`src/shared/pisc_pkg.sv`:
```
// constants, types and helpers shared by the PCI interrupt steering block
package pisc_pkg;
    localparam int unsigned NUM_LINES = 4;
    localparam int unsigned NUM_IRQ = 16;
    localparam int unsigned STAT_W = 5;
    // register indices; byte address is four times the index
    localparam logic [7:0] IDX_STEER_A = 8'h60;
    localparam logic [7:0] IDX_STEER_D = 8'h63;
    localparam logic [7:0] IDX_SERIALIZED_INTERRUPT_WIRE = 8'h64;
    localparam logic [7:0] IDX_INT_STATUS = 8'h65;
    localparam logic [7:0] IDX_INT_MASK = 8'h66;
    localparam logic [7:0] IDX_ROUTE_STATE = 8'h67;
    // steering register fields
    localparam int unsigned STEER_DIS_BIT = 7;
    localparam int unsigned STEER_SEL_MSB = 3;
    localparam logic [7:0] STEER_RST = 8'h80;
    // serial interrupt control fields
    localparam int unsigned SER_EN_BIT = 7;
    localparam int unsigned SER_MODE_BIT = 6;
    localparam int unsigned SER_FS_LSB = 2;
    localparam int unsigned SER_PW_LSB = 0;
    localparam logic [7:0] SERIALIZED_INTERRUPT_WIRE_RST = 8'h10;
    // frame timing
    localparam logic [6:0] FRAME_BASE_SLOTS = 7'h11;
    localparam logic [6:0] SLOT_CLKS = 7'h03;
    localparam logic [3:0] PW_CLKS_00 = 4'h4;
    localparam logic [3:0] PW_CLKS_01 = 4'h6;
    localparam logic [3:0] PW_CLKS_10 = 4'h8;
    // status bit of the frame-done event; bits below it are line events
    localparam int unsigned STAT_FRAME_BIT = 4;

    typedef enum logic [1:0] {FR_IDLE, FR_START, FR_FRAME} pisc_frame_t;

    // one-hot target for a routing code, zero for a reserved code
    function automatic logic [15:0] pisc_route_onehot(input logic [3:0] sel);
        logic [15:0] hot;
        hot = 16'h0000;
        unique case (sel)
            4'h3, 4'h4, 4'h5, 4'h6, 4'h7, 4'h9, 4'hA, 4'hB, 4'hC, 4'hE, 4'hF: hot[sel] = 1'b1;
            default: hot = 16'h0000;
        endcase
        return hot;
    endfunction : pisc_route_onehot

    // start pulse length in clocks; the reserved code behaves as the longest
    function automatic logic [3:0] pisc_pulse_clks(input logic [1:0] pw);
        logic [3:0] n;
        n = PW_CLKS_10;
        unique case (pw)
            2'h0: n = PW_CLKS_00;
            2'h1: n = PW_CLKS_01;
            2'h2: n = PW_CLKS_10;
            2'h3: n = PW_CLKS_10;
        endcase
        return n;
    endfunction : pisc_pulse_clks

    // per bit: take the new level once the two later sync stages agree
    function automatic logic [15:0] pisc_agree(input logic [15:0] s2, input logic [15:0] s3,
                                               input logic [15:0] f);
        return (~(s2 ^ s3) & s3) | ((s2 ^ s3) & f);
    endfunction : pisc_agree
endpackage : pisc_pkg

```
`src/shared/pisc_sfr_if.sv`:
```
// link between frame sequencer and start pulse generator
`timescale 1ns/1ps
`default_nettype none
interface pisc_sfr_if;
    logic start;
    logic [3:0] width_clks;
    logic drive;
    logic wire_out;
    logic done;
    modport ctl (output start, output width_clks, input drive, input wire_out, input done);
    modport gen (input start, input width_clks, output drive, output wire_out, output done);
endinterface : pisc_sfr_if
`default_nettype wire

```
`src/core/pisc_start_pulse.sv`:
```
// start frame pulse generator on the serialized interrupt wire
`timescale 1ns/1ps
`default_nettype none
module pisc_start_pulse (
    // clock and reset
    input wire logic pclk,
    input wire logic presetn,
    // sequencer link
    pisc_sfr_if.gen sfr
);
    import pisc_pkg::*;

    logic [3:0] cnt_q;
    logic drive_q;
    logic out_q;
    logic done_q;

    always_ff @(posedge pclk or negedge presetn) begin
        if (!presetn) begin
            cnt_q <= 4'h0;
            drive_q <= 1'b0;
            out_q <= 1'b1;
            done_q <= 1'b0;
        end else begin
            done_q <= 1'b0;
            if (sfr.start && cnt_q == 4'h0) begin
                // hold the wire low for exactly width_clks cycles
                cnt_q <= sfr.width_clks;
                drive_q <= 1'b1;
                out_q <= 1'b0;
            end else if (cnt_q != 4'h0) begin
                cnt_q <= cnt_q - 4'h1;
                if (cnt_q == 4'h1) begin
                    drive_q <= 1'b0;
                    out_q <= 1'b1;
                    done_q <= 1'b1;
                end
            end
        end
    end

    assign sfr.drive = drive_q;
    assign sfr.wire_out = out_q;
    assign sfr.done = done_q;
endmodule : pisc_start_pulse
`default_nettype wire

```
`src/core/pisc_steer_top.sv`:
```
// PCI interrupt steering and serialized interrupt control with APB registers
`timescale 1ns/1ps
`default_nettype none
module pisc_steer_top (
    // clock and reset
    input wire logic pclk,
    input wire logic presetn,
    // APB slave
    input wire logic [11:0] paddr,
    input wire logic psel,
    input wire logic penable,
    input wire logic pwrite,
    input wire logic [31:0] pwdata,
    input wire logic [3:0] pstrb,
    output logic [31:0] prdata,
    output logic pready,
    output logic pslverr,
    // interrupt sources, asynchronous pins
    input wire logic [3:0] shared_pci_int_lines_n,
    input wire logic [15:0] isa_irq,
    // serialized interrupt wire, open drain
    input wire logic serialized_interrupt_wire_in,
    output logic serialized_interrupt_wire_out,
    output logic serialized_interrupt_wire_oe,
    // to the cascaded controller inputs
    output logic [15:0] ctl_irq,
    // block interrupt
    output logic irq
);
    import pisc_pkg::*;

    // ---------------- input synchronisers ----------------
    logic [3:0] line_s1_q, line_s2_q, line_s3_q, line_f_q, line_prev_q;
    logic [15:0] isa_s1_q, isa_s2_q, isa_s3_q, isa_f_q;
    logic wire_s1_q, wire_s2_q, wire_s3_q, wire_f_q;
    logic [15:0] line_agree, wire_agree;

    // filter outputs widened to the helper's width; only the low bits are used
    assign line_agree = pisc_agree({12'h000, line_s2_q}, {12'h000, line_s3_q}, {12'h000, line_f_q});
    assign wire_agree = pisc_agree({15'h0000, wire_s2_q}, {15'h0000, wire_s3_q}, {15'h0000, wire_f_q});

    always_ff @(posedge pclk or negedge presetn) begin
        if (!presetn) begin
            line_s1_q <= 4'hF;
            line_s2_q <= 4'hF;
            line_s3_q <= 4'hF;
            line_f_q <= 4'hF;
            line_prev_q <= 4'hF;
        end else begin
            line_s1_q <= shared_pci_int_lines_n;
            line_s2_q <= line_s1_q;
            line_s3_q <= line_s2_q;
            line_f_q <= line_agree[3:0];
            line_prev_q <= line_f_q;
        end
    end

    always_ff @(posedge pclk or negedge presetn) begin
        if (!presetn) begin
            isa_s1_q <= 16'h0000;
            isa_s2_q <= 16'h0000;
            isa_s3_q <= 16'h0000;
            isa_f_q <= 16'h0000;
        end else begin
            isa_s1_q <= isa_irq;
            isa_s2_q <= isa_s1_q;
            isa_s3_q <= isa_s2_q;
            isa_f_q <= pisc_agree(isa_s2_q, isa_s3_q, isa_f_q);
        end
    end

    always_ff @(posedge pclk or negedge presetn) begin
        if (!presetn) begin
            wire_s1_q <= 1'b1;
            wire_s2_q <= 1'b1;
            wire_s3_q <= 1'b1;
            wire_f_q <= 1'b1;
        end else begin
            wire_s1_q <= serialized_interrupt_wire_in;
            wire_s2_q <= wire_s1_q;
            wire_s3_q <= wire_s2_q;
            wire_f_q <= wire_agree[0];
        end
    end

    // ---------------- registers ----------------
    logic [3:0] steer_dis_q;
    logic [3:0] steer_sel_q [NUM_LINES];
    logic ser_en_q, ser_mode_q;
    logic [3:0] ser_fs_q;
    logic [1:0] ser_pw_q;
    logic [STAT_W-1:0] stat_q, mask_q, stat_set;
    logic [7:0] steer_rd [NUM_LINES];

    // APB decode
    logic [7:0] idx;
    logic in_range, mapped, is_steer, setup, access, wr;
    logic [1:0] steer_line;
    assign idx = paddr[9:2];
    assign in_range = (paddr[11:10] == 2'h0);
    assign is_steer = in_range && idx >= IDX_STEER_A && idx <= IDX_STEER_D;
    assign steer_line = 2'(idx - IDX_STEER_A);
    assign mapped = is_steer || (in_range && idx >= IDX_SERIALIZED_INTERRUPT_WIRE && idx <= IDX_ROUTE_STATE);
    assign setup = psel && !penable;
    assign access = psel && penable && pready;
    assign wr = access && pwrite && pstrb[0] && mapped;

    always_ff @(posedge pclk or negedge presetn) begin
        if (!presetn) begin
            steer_dis_q <= 4'hF;
            for (int i = 0; i < NUM_LINES; i++) begin
                steer_sel_q[i] <= STEER_RST[STEER_SEL_MSB:0];
            end
        end else if (wr && is_steer) begin
            steer_dis_q[steer_line] <= pwdata[STEER_DIS_BIT];
            steer_sel_q[steer_line] <= pwdata[STEER_SEL_MSB:0];
        end
    end

    always_ff @(posedge pclk or negedge presetn) begin
        if (!presetn) begin
            ser_en_q <= SERIALIZED_INTERRUPT_WIRE_RST[SER_EN_BIT];
            ser_mode_q <= SERIALIZED_INTERRUPT_WIRE_RST[SER_MODE_BIT];
            ser_fs_q <= SERIALIZED_INTERRUPT_WIRE_RST[SER_FS_LSB+3:SER_FS_LSB];
            ser_pw_q <= SERIALIZED_INTERRUPT_WIRE_RST[SER_PW_LSB+1:SER_PW_LSB];
        end else if (wr && idx == IDX_SERIALIZED_INTERRUPT_WIRE) begin
            ser_en_q <= pwdata[SER_EN_BIT];
            ser_mode_q <= pwdata[SER_MODE_BIT];
            ser_fs_q <= pwdata[SER_FS_LSB+3:SER_FS_LSB];
            ser_pw_q <= pwdata[SER_PW_LSB+1:SER_PW_LSB];
        end
    end

    // sticky events: a set in the clearing cycle survives
    logic [STAT_W-1:0] stat_clr;
    assign stat_clr = (wr && idx == IDX_INT_STATUS) ? pwdata[STAT_W-1:0] : '0;

    always_ff @(posedge pclk or negedge presetn) begin
        if (!presetn) begin
            stat_q <= '0;
        end else begin
            stat_q <= (stat_q & ~stat_clr) | stat_set;
        end
    end

    always_ff @(posedge pclk or negedge presetn) begin
        if (!presetn) begin
            mask_q <= '0;
        end else if (wr && idx == IDX_INT_MASK) begin
            mask_q <= pwdata[STAT_W-1:0];
        end
    end

    always_ff @(posedge pclk or negedge presetn) begin
        if (!presetn) begin
            irq <= 1'b0;
        end else begin
            irq <= |(stat_q & mask_q);
        end
    end

    // ---------------- steering ----------------
    logic [15:0] route_target, route_act, ctl_irq_d;

    always_comb begin
        route_target = 16'h0000;
        route_act = 16'h0000;
        for (int i = 0; i < NUM_LINES; i++) begin
            if (!steer_dis_q[i]) begin
                // several lines may land on one input and are ORed there
                route_target = route_target | pisc_route_onehot(steer_sel_q[i]);
                if (!line_f_q[i]) begin
                    route_act = route_act | pisc_route_onehot(steer_sel_q[i]);
                end
            end
        end
        // a steered target ignores its own ISA request
        ctl_irq_d = (isa_f_q & ~route_target) | route_act;
    end

    always_ff @(posedge pclk or negedge presetn) begin
        if (!presetn) begin
            ctl_irq <= 16'h0000;
        end else begin
            ctl_irq <= ctl_irq_d;
        end
    end

    // ---------------- serialized interrupt frames ----------------
    pisc_sfr_if sfr ();
    pisc_frame_t fr_q;
    logic start_q;
    logic [6:0] frame_cnt_q;
    logic frame_done;

    always_ff @(posedge pclk or negedge presetn) begin
        if (!presetn) begin
            fr_q <= FR_IDLE;
            start_q <= 1'b0;
            frame_cnt_q <= 7'h00;
        end else begin
            start_q <= 1'b0;
            unique case (fr_q)
                FR_IDLE: begin
                    // continuous runs back to back; quiet waits for a peripheral
                    if (ser_en_q && (ser_mode_q || !wire_f_q)) begin
                        start_q <= 1'b1;
                        fr_q <= FR_START;
                    end
                end
                FR_START: begin
                    if (sfr.done) begin
                        frame_cnt_q <= 7'((FRAME_BASE_SLOTS + {3'h0, ser_fs_q}) * SLOT_CLKS);
                        fr_q <= FR_FRAME;
                    end
                end
                FR_FRAME: begin
                    frame_cnt_q <= frame_cnt_q - 7'h01;
                    if (frame_cnt_q <= 7'h01) begin
                        fr_q <= FR_IDLE;
                    end
                end
            endcase
        end
    end

    assign frame_done = (fr_q == FR_FRAME) && (frame_cnt_q <= 7'h01);
    assign sfr.start = start_q;
    assign sfr.width_clks = pisc_pulse_clks(ser_pw_q);

    pisc_start_pulse u_pulse (
        .pclk(pclk),
        .presetn(presetn),
        .sfr(sfr.gen)
    );

    assign serialized_interrupt_wire_out = sfr.wire_out;
    assign serialized_interrupt_wire_oe = sfr.drive;

    // events: a line newly asserted, a frame finished
    always_comb begin
        stat_set = '0;
        stat_set[NUM_LINES-1:0] = line_prev_q & ~line_f_q;
        stat_set[STAT_FRAME_BIT] = frame_done;
    end

    // ---------------- read path ----------------
    logic [31:0] rd_data;

    always_comb begin
        for (int i = 0; i < NUM_LINES; i++) begin
            steer_rd[i] = {steer_dis_q[i], 3'h0, steer_sel_q[i]};
        end
        rd_data = 32'h0000_0000;
        if (is_steer) begin
            rd_data[7:0] = steer_rd[steer_line];
        end else if (in_range && idx == IDX_SERIALIZED_INTERRUPT_WIRE) begin
            rd_data[7:0] = {ser_en_q, ser_mode_q, ser_fs_q, ser_pw_q};
        end else if (in_range && idx == IDX_INT_STATUS) begin
            rd_data[STAT_W-1:0] = stat_q;
        end else if (in_range && idx == IDX_INT_MASK) begin
            rd_data[STAT_W-1:0] = mask_q;
        end else if (in_range && idx == IDX_ROUTE_STATE) begin
            rd_data[15:0] = ctl_irq;
        end
    end

    // one wait-free access phase; data and error captured in setup
    always_ff @(posedge pclk or negedge presetn) begin
        if (!presetn) begin
            pready <= 1'b0;
            pslverr <= 1'b0;
            prdata <= 32'h0000_0000;
        end else begin
            pready <= setup;
            if (setup) begin
                pslverr <= !mapped;
                prdata <= pwrite ? 32'h0000_0000 : rd_data;
            end else if (access) begin
                pslverr <= 1'b0;
                prdata <= 32'h0000_0000;
            end
        end
    end
endmodule : pisc_steer_top
`default_nettype wire

```
`config.mk`:
```
export PLATFORM = sky130hd
export DESIGN_NAME = pisc_steer_top
export DESIGN_NICKNAME = d
export VERILOG_FILES = /design/src/shared/pisc_pkg.sv /design/src/shared/pisc_sfr_if.sv /design/src/core/pisc_start_pulse.sv /design/src/core/pisc_steer_top.sv
export SDC_FILE = /design/constraint.sdc
export NUM_CORES = 1
export LEC_CHECK = 0
export BUFFER_PORTS_ARGS = -buffer_cell sky130_fd_sc_hd__buf_2
export CAP_MARGIN = 20
export CORE_UTILIZATION = 56
export DETAILED_ROUTE_END_ITERATION = 10
export PLACE_DENSITY = 0.79
export SLEW_MARGIN = 20
export SYNTH_ARGS = -nofsm -noshare
export SYNTH_HDL_FRONTEND = slang
export SYNTH_SLANG_ARGS = --single-unit
```
`constraint.sdc`:
```
create_clock -name pclk -period 2.7 [get_ports pclk]
set_input_delay 0.27 -clock pclk [delete_from_list [all_inputs] [get_ports pclk]]
set_output_delay 0.27 -clock pclk [all_outputs]
set_load 0.01 [all_outputs]
```
Yosys cells after proc, flatten, opt, wreduce, memory -nomap -nowiden
Cells that the tools add are included.
- bits in registers: 194
- input port bits: 74
- output and inout bits: 53
- word-level logic and storage cells: 273
- add/sub/neg operators: 4
- $mul: 1
- $lt $le $gt $ge: 17
- eq/ne operators: 57
- multiplexer cells: 77
- bitwise gates (word level): 31
- reductions and logical operators: 50
- operators with widths (cell ; number):
    $mux W16 ; 27
    $or A16 B16 Y16 ; 8
    $eq A4 B4 Y1 const B ; 24
    $eq A4 B3 Y1 const B ; 16
    $mux W32 ; 2
    $and A16 B16 Y16 ; 3
    $mux W8 ; 6
    $reduce_or A11 Y1 ; 4
    $eq A8 B7 Y1 const B ; 4
    $not A16 Y16 ; 2
    $logic_and A1 B1 Y1 ; 27
    $mux W11 ; 2
    $lt A4 B5 Y1 const B ; 4
    $mux W1 ; 18
    $bmux W8 S2 ; 1
    $bwmux W16 ; 1
    $demux W1 S4 ; 4
    $eq A4 B2 Y1 const B ; 4
    $ge A4 B1 Y1 const B ; 4
    $ge A8 B7 Y1 const B ; 2
    $le A8 B7 Y1 const B ; 2
    $xor A16 B16 Y16 ; 1
    $mux W5 ; 3
    $pmux W7 S2 ; 1
    other kinds (45) ; 67

Longest topological paths before layout
Gate-level depths: netlist of the first run.
- word-level depth: 17
- depth in mapped cells: 9
- depth with buffers taken out: 9

Cells and area by module
From an unflattened synthesis of the first run, not the netlist that was laid out.
- cells, all modules: 621
- area total of the unflattened synthesis: 7699.9 µm²
- modules (own cells, without submodules) (module ; instances ; cells each ; area each (µm²) ; seq. area each (µm²)):
    pisc_steer_top ; 1 ; 590 ; 7347.0 ; 4315.4
    pisc_start_pulse ; 1 ; 31 ; 352.8 ; 176.4

Worst setup path before layout of the first run
OpenSTA, ideal clock, no wires.
- kind: register to register
- start point: register ser_fs_q[0]
- end point: register frame_cnt_q[5]
- library setup time: 123 ps
- arrival time: 1956 ps
- required time: 2577 ps
- slack: 621 ps
- cell stages (with the launch flop): 10
- path buffers: 0
- clock period less this slack: 2079 ps
- cell sequence: dfrtp_1 > ha_1 > xor2_1 > inv_1 > fa_1 > inv_1 > a21o_1 > a21oi_1 > xnor2_1 > o221a_2
- longest elaborated chain between the ends: 4
- ends and longest elaborated chain (what ; RTL line ; RTL):
    from (decl) ; pisc_steer_top.sv:90 ; logic [3:0] ser_fs_q;
    from (signal assigned) ; pisc_steer_top.sv:124 ; ser_fs_q <= SERIALIZED_INTERRUPT_WIRE_RST[SER_FS_LSB+3:SER_FS_LSB];
    from (signal assigned) ; pisc_steer_top.sv:129 ; ser_fs_q <= pwdata[SER_FS_LSB+3:SER_FS_LSB];
    $add A5 B4 Y6 ; pisc_steer_top.sv:213 ; frame_cnt_q <= 7'((FRAME_BASE_SLOTS + {3'h0, ser_fs_q}) * SLOT_CLKS);
    $mul A6 B2 Y7 ; pisc_steer_top.sv:213 ;
    $mux W7 ; pisc_steer_top.sv:212 ; if (sfr.done) begin
    $pmux W7 S2 ; pisc_steer_top.sv:203 ; unique case (fr_q)
    to (signal assigned) ; pisc_steer_top.sv:213 ;
    to (signal assigned) ; pisc_steer_top.sv:218 ; frame_cnt_q <= frame_cnt_q - 7'h01;
    to (decl) ; pisc_steer_top.sv:193 ; logic [6:0] frame_cnt_q;
No other way between the ends. The select of a mux whose other input is x is not followed.
A chain may end at the register's enable or synchronous reset.

Final worst setup path of the first run
Ends and elaborated chain as after synthesis.

==> flow_summary.ini, run 1 <==
[clocking]
cts_made_buffers = 17
cts_tree = yes
htreeDepth = 4
cts_buffer_depth = 2
path_clk_slew_ps = 70
cts.sinks = 178
post-cts-setup-buffers = 0
hold_buffers = 22
insertion_delay_ps = 430
clockRootBuffer = clkbuf_16
cts_resized = 0

[route]
via_per_inst = 6.07
dr.pass1.iters = 6
wl_per_cell_um = 19.3
ant_nets = 0
drtIter0Drc = 779
routed_wl_um = 17400
drc = 0
vias = 5463

[final_layout]
layout_common_cells = dfrtp_1, buf_2, mux2_2
post-route-util_pct = 67.6
syn_to_final_growth_pct = 17.9
finalNonFillerCells = 900
layout_commonest_cell = dfrtp_1
fin_area_um2 = 8920
drive_gt1_share_pct = 29.0
finalNetCount = 799
antenna_cells = 0

[sta]
finalCritPeriodShare_pct = 86.3
finalWorstSetupSlack_ps = 370
rsz0062_at_grt = false
fin_skew_ps = 7.02
relSlewSlack_pct = 56.4
fmax_mhz = 429
tightest_slew_ps = 653
slew_viol_final = 0
hold_violations = 0
setup_viol = 0
fin_setup_tns_ps = 0
finalCriticalPeriod_ps = 2330

[global_routing]
grt_pass1_wl_um = 28600
track_usage_pct = 27.1
grt_max_degree = 75
grt_overflow = 0
grt_pass1_vias = 5331
antenna_found_initial = 0

[yosys]
ys_ff_latch = 178
synth_area_um2 = 7560
synth_warnings = 0
synth_area_leaders = dfrtp_1, dfstp_2, mux2_2
synth_top_area_share_pct = 49.0
ys_seq_area_share_pct = 59.4
synth_cell_types = 65
async_reset_ff_share_pct = 100
synth_ff_type = dfrtp_1
synth-edff-count = 0
syn_inst = 604
avgSynthCellArea_um2 = 12.5
synth_top_cell_by_area = dfrtp_1

[setup_path]
startpoint_type = flip-flop
endpoint_kind = flip-flop
cpMostUsedCell = inv_1
path_max_fanout = 7
r2r_start = ser_fs_q[0]$_DFFE_PN0P_
path_cells = ha_1 -> xor2_1 -> inv_1 -> fa_1 -> inv_1 -> a21o_1 -> a21oi_1 -> xnor2_1 -> o221a_2
cp.required_ps = 3030
worstPathArrival_ps = 2660
critPathMaxStageDelay_ps = 470
crit_start = ser_fs_q[0]$_DFFE_PN0P_
critPathSlowestCell = fa_1
critPathKind = reg -> reg

[power]
intPower_mw = 4.66
p_leak_nw = 3.94
power_frac_seq_pct = 49.0
swShare_pct = 26.8
p_comb_share_pct = 12.4
p_per_area_nw_per_um2 = 713
vdd_drop_max_v = 0.000537
clkPwrFrac_pct = 38.7
p_switching_mw = 1.70

[outcome]
outcome = complete, no violations

[place]
io_buffers = 81
hpwl_um = 12100
gp_congestion = 0.894
pre_cts_ws_ps = 391
placedCellCount = 846
placed_cell_area_um2 = 8110

[die]
io_pins = 127
core_um2 = 13200
die_w_um = 118
dieArea_um2 = 14000
fp.dieH_um = 118
core.rowCount = 42
initial_core_util_pct = 57.4

[min_path]
hp-class = in -> reg
hp-start = penable

[job]
max_cap_violations = 0
Yosys cell counts (9+ instances only):
cell      count
inv_1        25
or3_1         9
nand2b_1     15
o22ai_1      10
nand2_1      34
ha_1         13
a22o_1       12
a21oi_1      10
mux2_2       36
dfrtp_1     148
nor3_1       27
buf_4        16
clkbuf_1     16
maj3_1       21
o21ai_0      32
nand3_1      15
nor2_1       17
dfstp_2      30
stage by stage:
stage / total power, mW / hold WS [ps]
global placement: 3.83 / 208
CTS: 6.40 / 24.3
detailed placement: 3.90 / 210
floorplan: 3.62 / -25.6
finish: 6.36 / 49.0
global route: 6.64 / 44.0
layout make-up:
class                      count  area [um2]
sequential                   178        4490
clock buffer                  19         443
fill                         955        4270
timing repair buffer         108         682
clock inverter                13         150
tap                          176         220
inverter                      25        93.8
multi-input combinational    381        2840
power by group through the flow:
stage / sequential (mW) / combinational, mW / clock [mW]
finish: 3.12 / 0.787 / 2.46
global placement: 3.13 / 0.696 / 0
detailed placement: 3.15 / 0.746 / 0
CTS: 3.11 / 0.782 / 2.51
floorplan: 3.10 / 0.521 / 0
global route: 3.14 / 0.873 / 2.63
critical path: cells and delay by family (launching register included):
kind                       cells  cell delay (ps)
DFF                            1              460
adders and majority gates      2              720
buffers and inverters          2              210
xor gates and xnor gates       2              410
AOI/OAI and AO/OA              3              420
kinds of logic after synthesis:
| logic type | Yosys count | synth area share (%) |
|---|---|---|
| AO/OA/AOI/OAI | 105 | 9.56 |
| XOR/XNOR | 8 | 0.926 |
| adder cells (fa/ha/maj) | 35 | 5.19 |
| buffers and inverters | 60 | 3.82 |
| flip-flops | 178 | 59.4 |
| multiplexers | 51 | 8.67 |
| other | 1 | 0.0496 |
| AND/OR/NAND/NOR | 166 | 12.4 |
metal layers:
metal  track usage (%)  up-vias  wire length [um]  share of wire, %
met5                 0        -                 0                 0
met4              9.21        0               356               2.0
met3              6.18       40              1170               6.7
met2              42.8      289              8420                48
met1              37.3     2756              7450                43
li1                  -     2378                 -                 -
final timing paths:
path,to,slack [ps],cells after the start
min reg2reg,isa_s2_q[15]$_DFF_PN0_,350,0
max,frame_cnt_q[5]$_DFFE_PN0P_,370,9
min in group asynchronous,async pin,310,2
min,pready$_DFF_PN0_,50,2
max in group asynchronous,async pin,1550,3
max reg2reg,frame_cnt_q[5]$_DFFE_PN0P_,370,9
Note: power is estimated with default switching activity, not from simulation.
==> run 2: changes to the inputs <==
--- a/config.mk
+++ b/config.mk
@@ -8,4 +8,5 @@
 export BUFFER_PORTS_ARGS = -buffer_cell sky130_fd_sc_hd__buf_2
 export CAP_MARGIN = 20
+export CORE_ASPECT_RATIO = 0.9
 export CORE_UTILIZATION = 56
 export DETAILED_ROUTE_END_ITERATION = 10
==> constraint.sdc (replaced) <==
create_clock -name pclk -period 2.7 [get_ports pclk]
set_input_delay 0.27 -clock pclk [delete_from_list [all_inputs] [get_ports pclk]]
set_output_delay 0.27 -clock pclk [all_outputs]
set_load 0.1 [all_outputs]
==> flow_summary.ini, run 2 (synthesis gave the netlist of run 1 again) <==
[global_routing]
antenna_found_initial = 0
grt_pass1_wl_um = 28200
grt_overflow = 0
grt_max_degree = 82
grt_pass1_vias = 5186
track_usage_pct = 26.4

[route]
vias = 5297
drtIter0Drc = 470
routed_wl_um = 17300
dr.pass1.iters = 5
ant_nets = 0
via_per_inst = 5.96
wl_per_cell_um = 19.4
drc = 0

[final_layout]
layout_commonest_cell = dfrtp_1
drive_gt1_share_pct = 29.1
finalNetCount = 800
antenna_cells = 0
nFillCells = 912
syn_to_final_growth_pct = 17.8
layout_common_cells = dfrtp_1, buf_2, mux2_2

[place]
hpwl_um = 11900
io_buffers = 81
gp_congestion = 0.880

[setup_path]
path_max_fanout = 7
r2r_setup_slack_ps = 350
reg2reg_depth = 9
critPathMaxStageDelay_ps = 470
path_cells = ha_1 -> xor2_1 -> inv_1 -> fa_1 -> inv_1 -> a21o_1 -> a21oi_1 -> xnor2_1 -> o221a_2
crit_start = ser_fs_q[0]$_DFFE_PN0P_
startpoint_type = flip-flop
cp.required_ps = 3000
r2r_start = ser_fs_q[0]$_DFFE_PN0P_
cpMostUsedCell = inv_1
worstPathArrival_ps = 2650
critPathKind = reg -> reg
endpoint_kind = flip-flop
critPathSlowestCell = dfrtp_1

[clocking]
cts_made_buffers = 17
clockRootBuffer = clkbuf_16
path_clk_slew_ps = 60
post-cts-setup-buffers = 0
insertion_delay_ps = 420
cts_resized = 0
hold_buffers = 22
cts_buffer_depth = 2
cts.sinks = 178
cts_tree = yes
htreeDepth = 4

[sta]
setup_viol = 0
timing.hold.ws_ps = 56.7
fmax_mhz = 425
tightest_slew_ps = 719
slew_viol_final = 0
relSlewSlack_pct = 52.0
fin_skew_ps = 8.68
hold_violations = 0
fin_setup_tns_ps = 0
finalCriticalPeriod_ps = 2350
finalCritPeriodShare_pct = 87.1
rsz0062_at_grt = false

[power]
vdd_drop_max_v = 0.000518
p_per_area_nw_per_um2 = 737
p_leak_nw = 3.95

[die]
dieArea_um2 = 14000
core.rowCount = 39
fp.dieH_um = 112
die_w_um = 125
initial_core_util_pct = 58.5
io_pins = 127
core_um2 = 12900

[min_path]
hp-start = penable
hp-class = in -> reg
min_path_cells = 2

[job]
max_cap_violations = 0

[outcome]
outcome = complete, no violations
## run 2: changes by cell type in the layout (fill, tap and decap cells not counted), sizes merged
| cell | delta |
|---|---|
| buf | +1 |
| clkinvlp | +1 |
| inv | -3 |
| clkinv | +2 |
## run 2: area by class of cell
class	instances	area, um2	share of cell area [%]
clock buffers	19	443	4.97
clock inverters	13	135	1.52
inverters	25	93.8	1.05
multi-input cells	381	2840	31.9
flip-flops and latches	178	4490	50.4
well taps	164	205	2.30
repair buffers	109	702	7.88
## run 2: critical path, delay by kind of cell, from the launching register on
kind                       cells  cell delay (ps)
buffers and inverters          2              200
adders and majority gates      2              740
AOI/OAI and AO/OA              3              400
xor gates and xnor gates       2              430
DFF                            1              470
## run 2: through the flow
step	setup WS [ps]	utilization [%]	instance area, um2	instances	total power [mW]
after floorplan	282	-	7620	619	3.93
after global placement	485	62.7	8110	835	4.15
after detailed placement	403	62.7	8110	835	4.21
after CTS	379	68.9	8910	889	6.62
after global routing	210	68.9	8910	889	6.86
final	348	68.9	8910	889	6.57
## run 2: worst paths after layout
check / end
max in group asynchronous: line_s1_q[0]$_DFF_PN1_
min in group asynchronous: isa_s1_q[13]$_DFF_PN0_
max: frame_cnt_q[5]$_DFFE_PN0P_
max reg2reg: frame_cnt_q[5]$_DFFE_PN0P_
min reg2reg: isa_s2_q[7]$_DFF_PN0_
min: pready$_DFF_PN0_
## run 2: metal layers
layer,routed length (um),track usage (%)
met2,8120,40.3
met1,7760,37.9
met3,1120,5.43
met4,273,9.48
met5,0,0
## run 2: power breakdown
group	total [mW]	leakage, nW	internal (mW)	switching [mW]
Combinational	1.08	1.52	0.342	0.741
Clock	2.38	0.283	1.39	0.992
Sequential	3.11	2.14	2.91	0.194
==> run 3: changes to the inputs <==
Settings changed: CORE_UTILIZATION 56 to 48, PLACE_DENSITY 0.79 to 0.7.
==> flow_summary.ini, run 3 (synthesis gave the netlist of run 1 again) <==
[route]
vias = 5248
wl_per_cell_um = 18.7
drtIter0Drc = 444
dr.pass1.iters = 6
routed_wl_um = 17300
ant_nets = 0
via_per_inst = 5.67
drc = 0

[setup_path]
critPathBufInv = 2
startpoint_type = flip-flop
cp.required_ps = 3010
critPathTopFamily = adder cells
cpMostUsedCell = inv_1
worstPathArrival_ps = 2690
endpoint_kind = flip-flop
reg2reg_depth = 9
critPathKind = reg -> reg
cp.depth = 9
path_cells = ha_1 -> xor2_1 -> inv_1 -> fa_1 -> inv_1 -> a21o_1 -> a21oi_1 -> xnor2_1 -> o221a_2
path_max_fanout = 7
critPathSlowestCell = fa_1
critPathMaxStageDelay_ps = 470

[sta]
rsz0062_at_grt = false
fmax_mhz = 421
tightest_slew_ps = 723
setup_viol = 0
finalCritPeriodShare_pct = 88.0
slew_viol_final = 0
hold_violations = 0
finalCriticalPeriod_ps = 2380
relSlewSlack_pct = 51.7
fin_skew_ps = 7.17
fin_setup_tns_ps = 0

[global_routing]
track_usage_pct = 22.9
grt_pass1_wl_um = 28200
grt_overflow = 0
grt_max_degree = 62
grt_pass1_vias = 5262
antenna_found_initial = 0

[final_layout]
syn_to_final_growth_pct = 19.1
finalNetCount = 798
drive_gt1_share_pct = 28.5
antenna_cells = 0
layout_common_cells = dfrtp_1, buf_2, mux2_2
post-route-util_pct = 58.6
layout_commonest_cell = dfrtp_1

[min_path]
min_path_cells = 2
hp-class = in -> reg

[place]
hpwl_um = 12300
gp_congestion = 0.852
io_buffers = 81

[die]
initial_core_util_pct = 49.2
die_w_um = 134
io_pins = 127
fp.dieH_um = 121
core_um2 = 15400
dieArea_um2 = 16300
core.rowCount = 43

[clocking]
insertion_delay_ps = 430
htreeDepth = 4
cts_buffer_depth = 2
cts_resized = 0
cts_made_buffers = 17
cts_tree = yes
cts.sinks = 178
path_clk_slew_ps = 60
clockRootBuffer = clkbuf_16

[outcome]
outcome = complete, no violations

[power]
vdd_drop_max_v = 0.000575
p_per_area_nw_per_um2 = 762
p_leak_nw = 3.96

[job]
max_cap_violations = 0
## run 3: cell count changes in the layout (fill, tap and decap cells not counted), sizes merged
cell and delta:
bufinv +3, inv -1, buf -2, clkbuf +4
clkinv -6
## run 3: layout make-up
cell class                      count  area [um2]
Clock inverter                      9         179
Inverter                           25        93.8
Timing Repair Buffer              107         687
Fill cell                        1262        6370
Clock buffer                       23         468
Sequential cell                   178        4490
Multi-Input combinational cell    381        2840
Tap cell                          202         253
## run 3: metrics by stage
| step | power (mW) | setup WS [ps] | std cells | area [um2] | hold slack [ps] |
|---|---|---|---|---|---|
| after floorplan | 3.93 | 282 | 619 | 7620 | -25.6 |
| after global routing | 7.15 | 214 | 925 | 9010 | 38.5 |
| after global placement | 4.15 | 501 | 871 | 8150 | 269 |
| after CTS | 6.93 | 365 | 925 | 9010 | 37.8 |
| final | 6.87 | 324 | 925 | 9010 | 50.0 |
| after detailed placement | 4.21 | 381 | 871 | 8150 | 283 |
## run 3: final timing paths
kind	from	to	slack, ps
setup / recovery	ser_fs_q[0]$_DFFE_PN0P_	frame_cnt_q[5]$_DFFE_PN0P_	320
hold / removal	penable	pready$_DFF_PN0_	50
setup reg to reg	ser_fs_q[0]$_DFFE_PN0P_	frame_cnt_q[5]$_DFFE_PN0P_	320
hold reg to reg	isa_s1_q[2]$_DFF_PN0_	isa_s2_q[2]$_DFF_PN0_	340
max in group asynchronous	presetn	line_s2_q[2]$_DFF_PN1_	1560
min in group asynchronous	presetn	prdata[8]$_DFFE_PN0P_	380
## run 3: what timing repair did
action / in CTS / in global routing
endpoints found under the hold margin: 73 / 0
buffers inserted: 0 / 0
hold buffers: 22 / 0
## run 3: per-layer routing
layer / wire length (um) / GRT usage [%] / vias to the layer above
met1: 8030 / 32.1 / 2633
met4: 281 / 7.16 / 0
met2: 7860 / 35.4 / 220
li1: - / - / 2374
met3: 1100 / 5.47 / 21
met5: 0 / 0 / -
## run 3: power by group
| part | internal, mW | switching (mW) |
|---|---|---|
| sequential | 2.91 | 0.192 |
| clock | 1.69 | 0.970 |
| combinational | 0.342 | 0.754 |
| total | 4.95 | 1.92 |
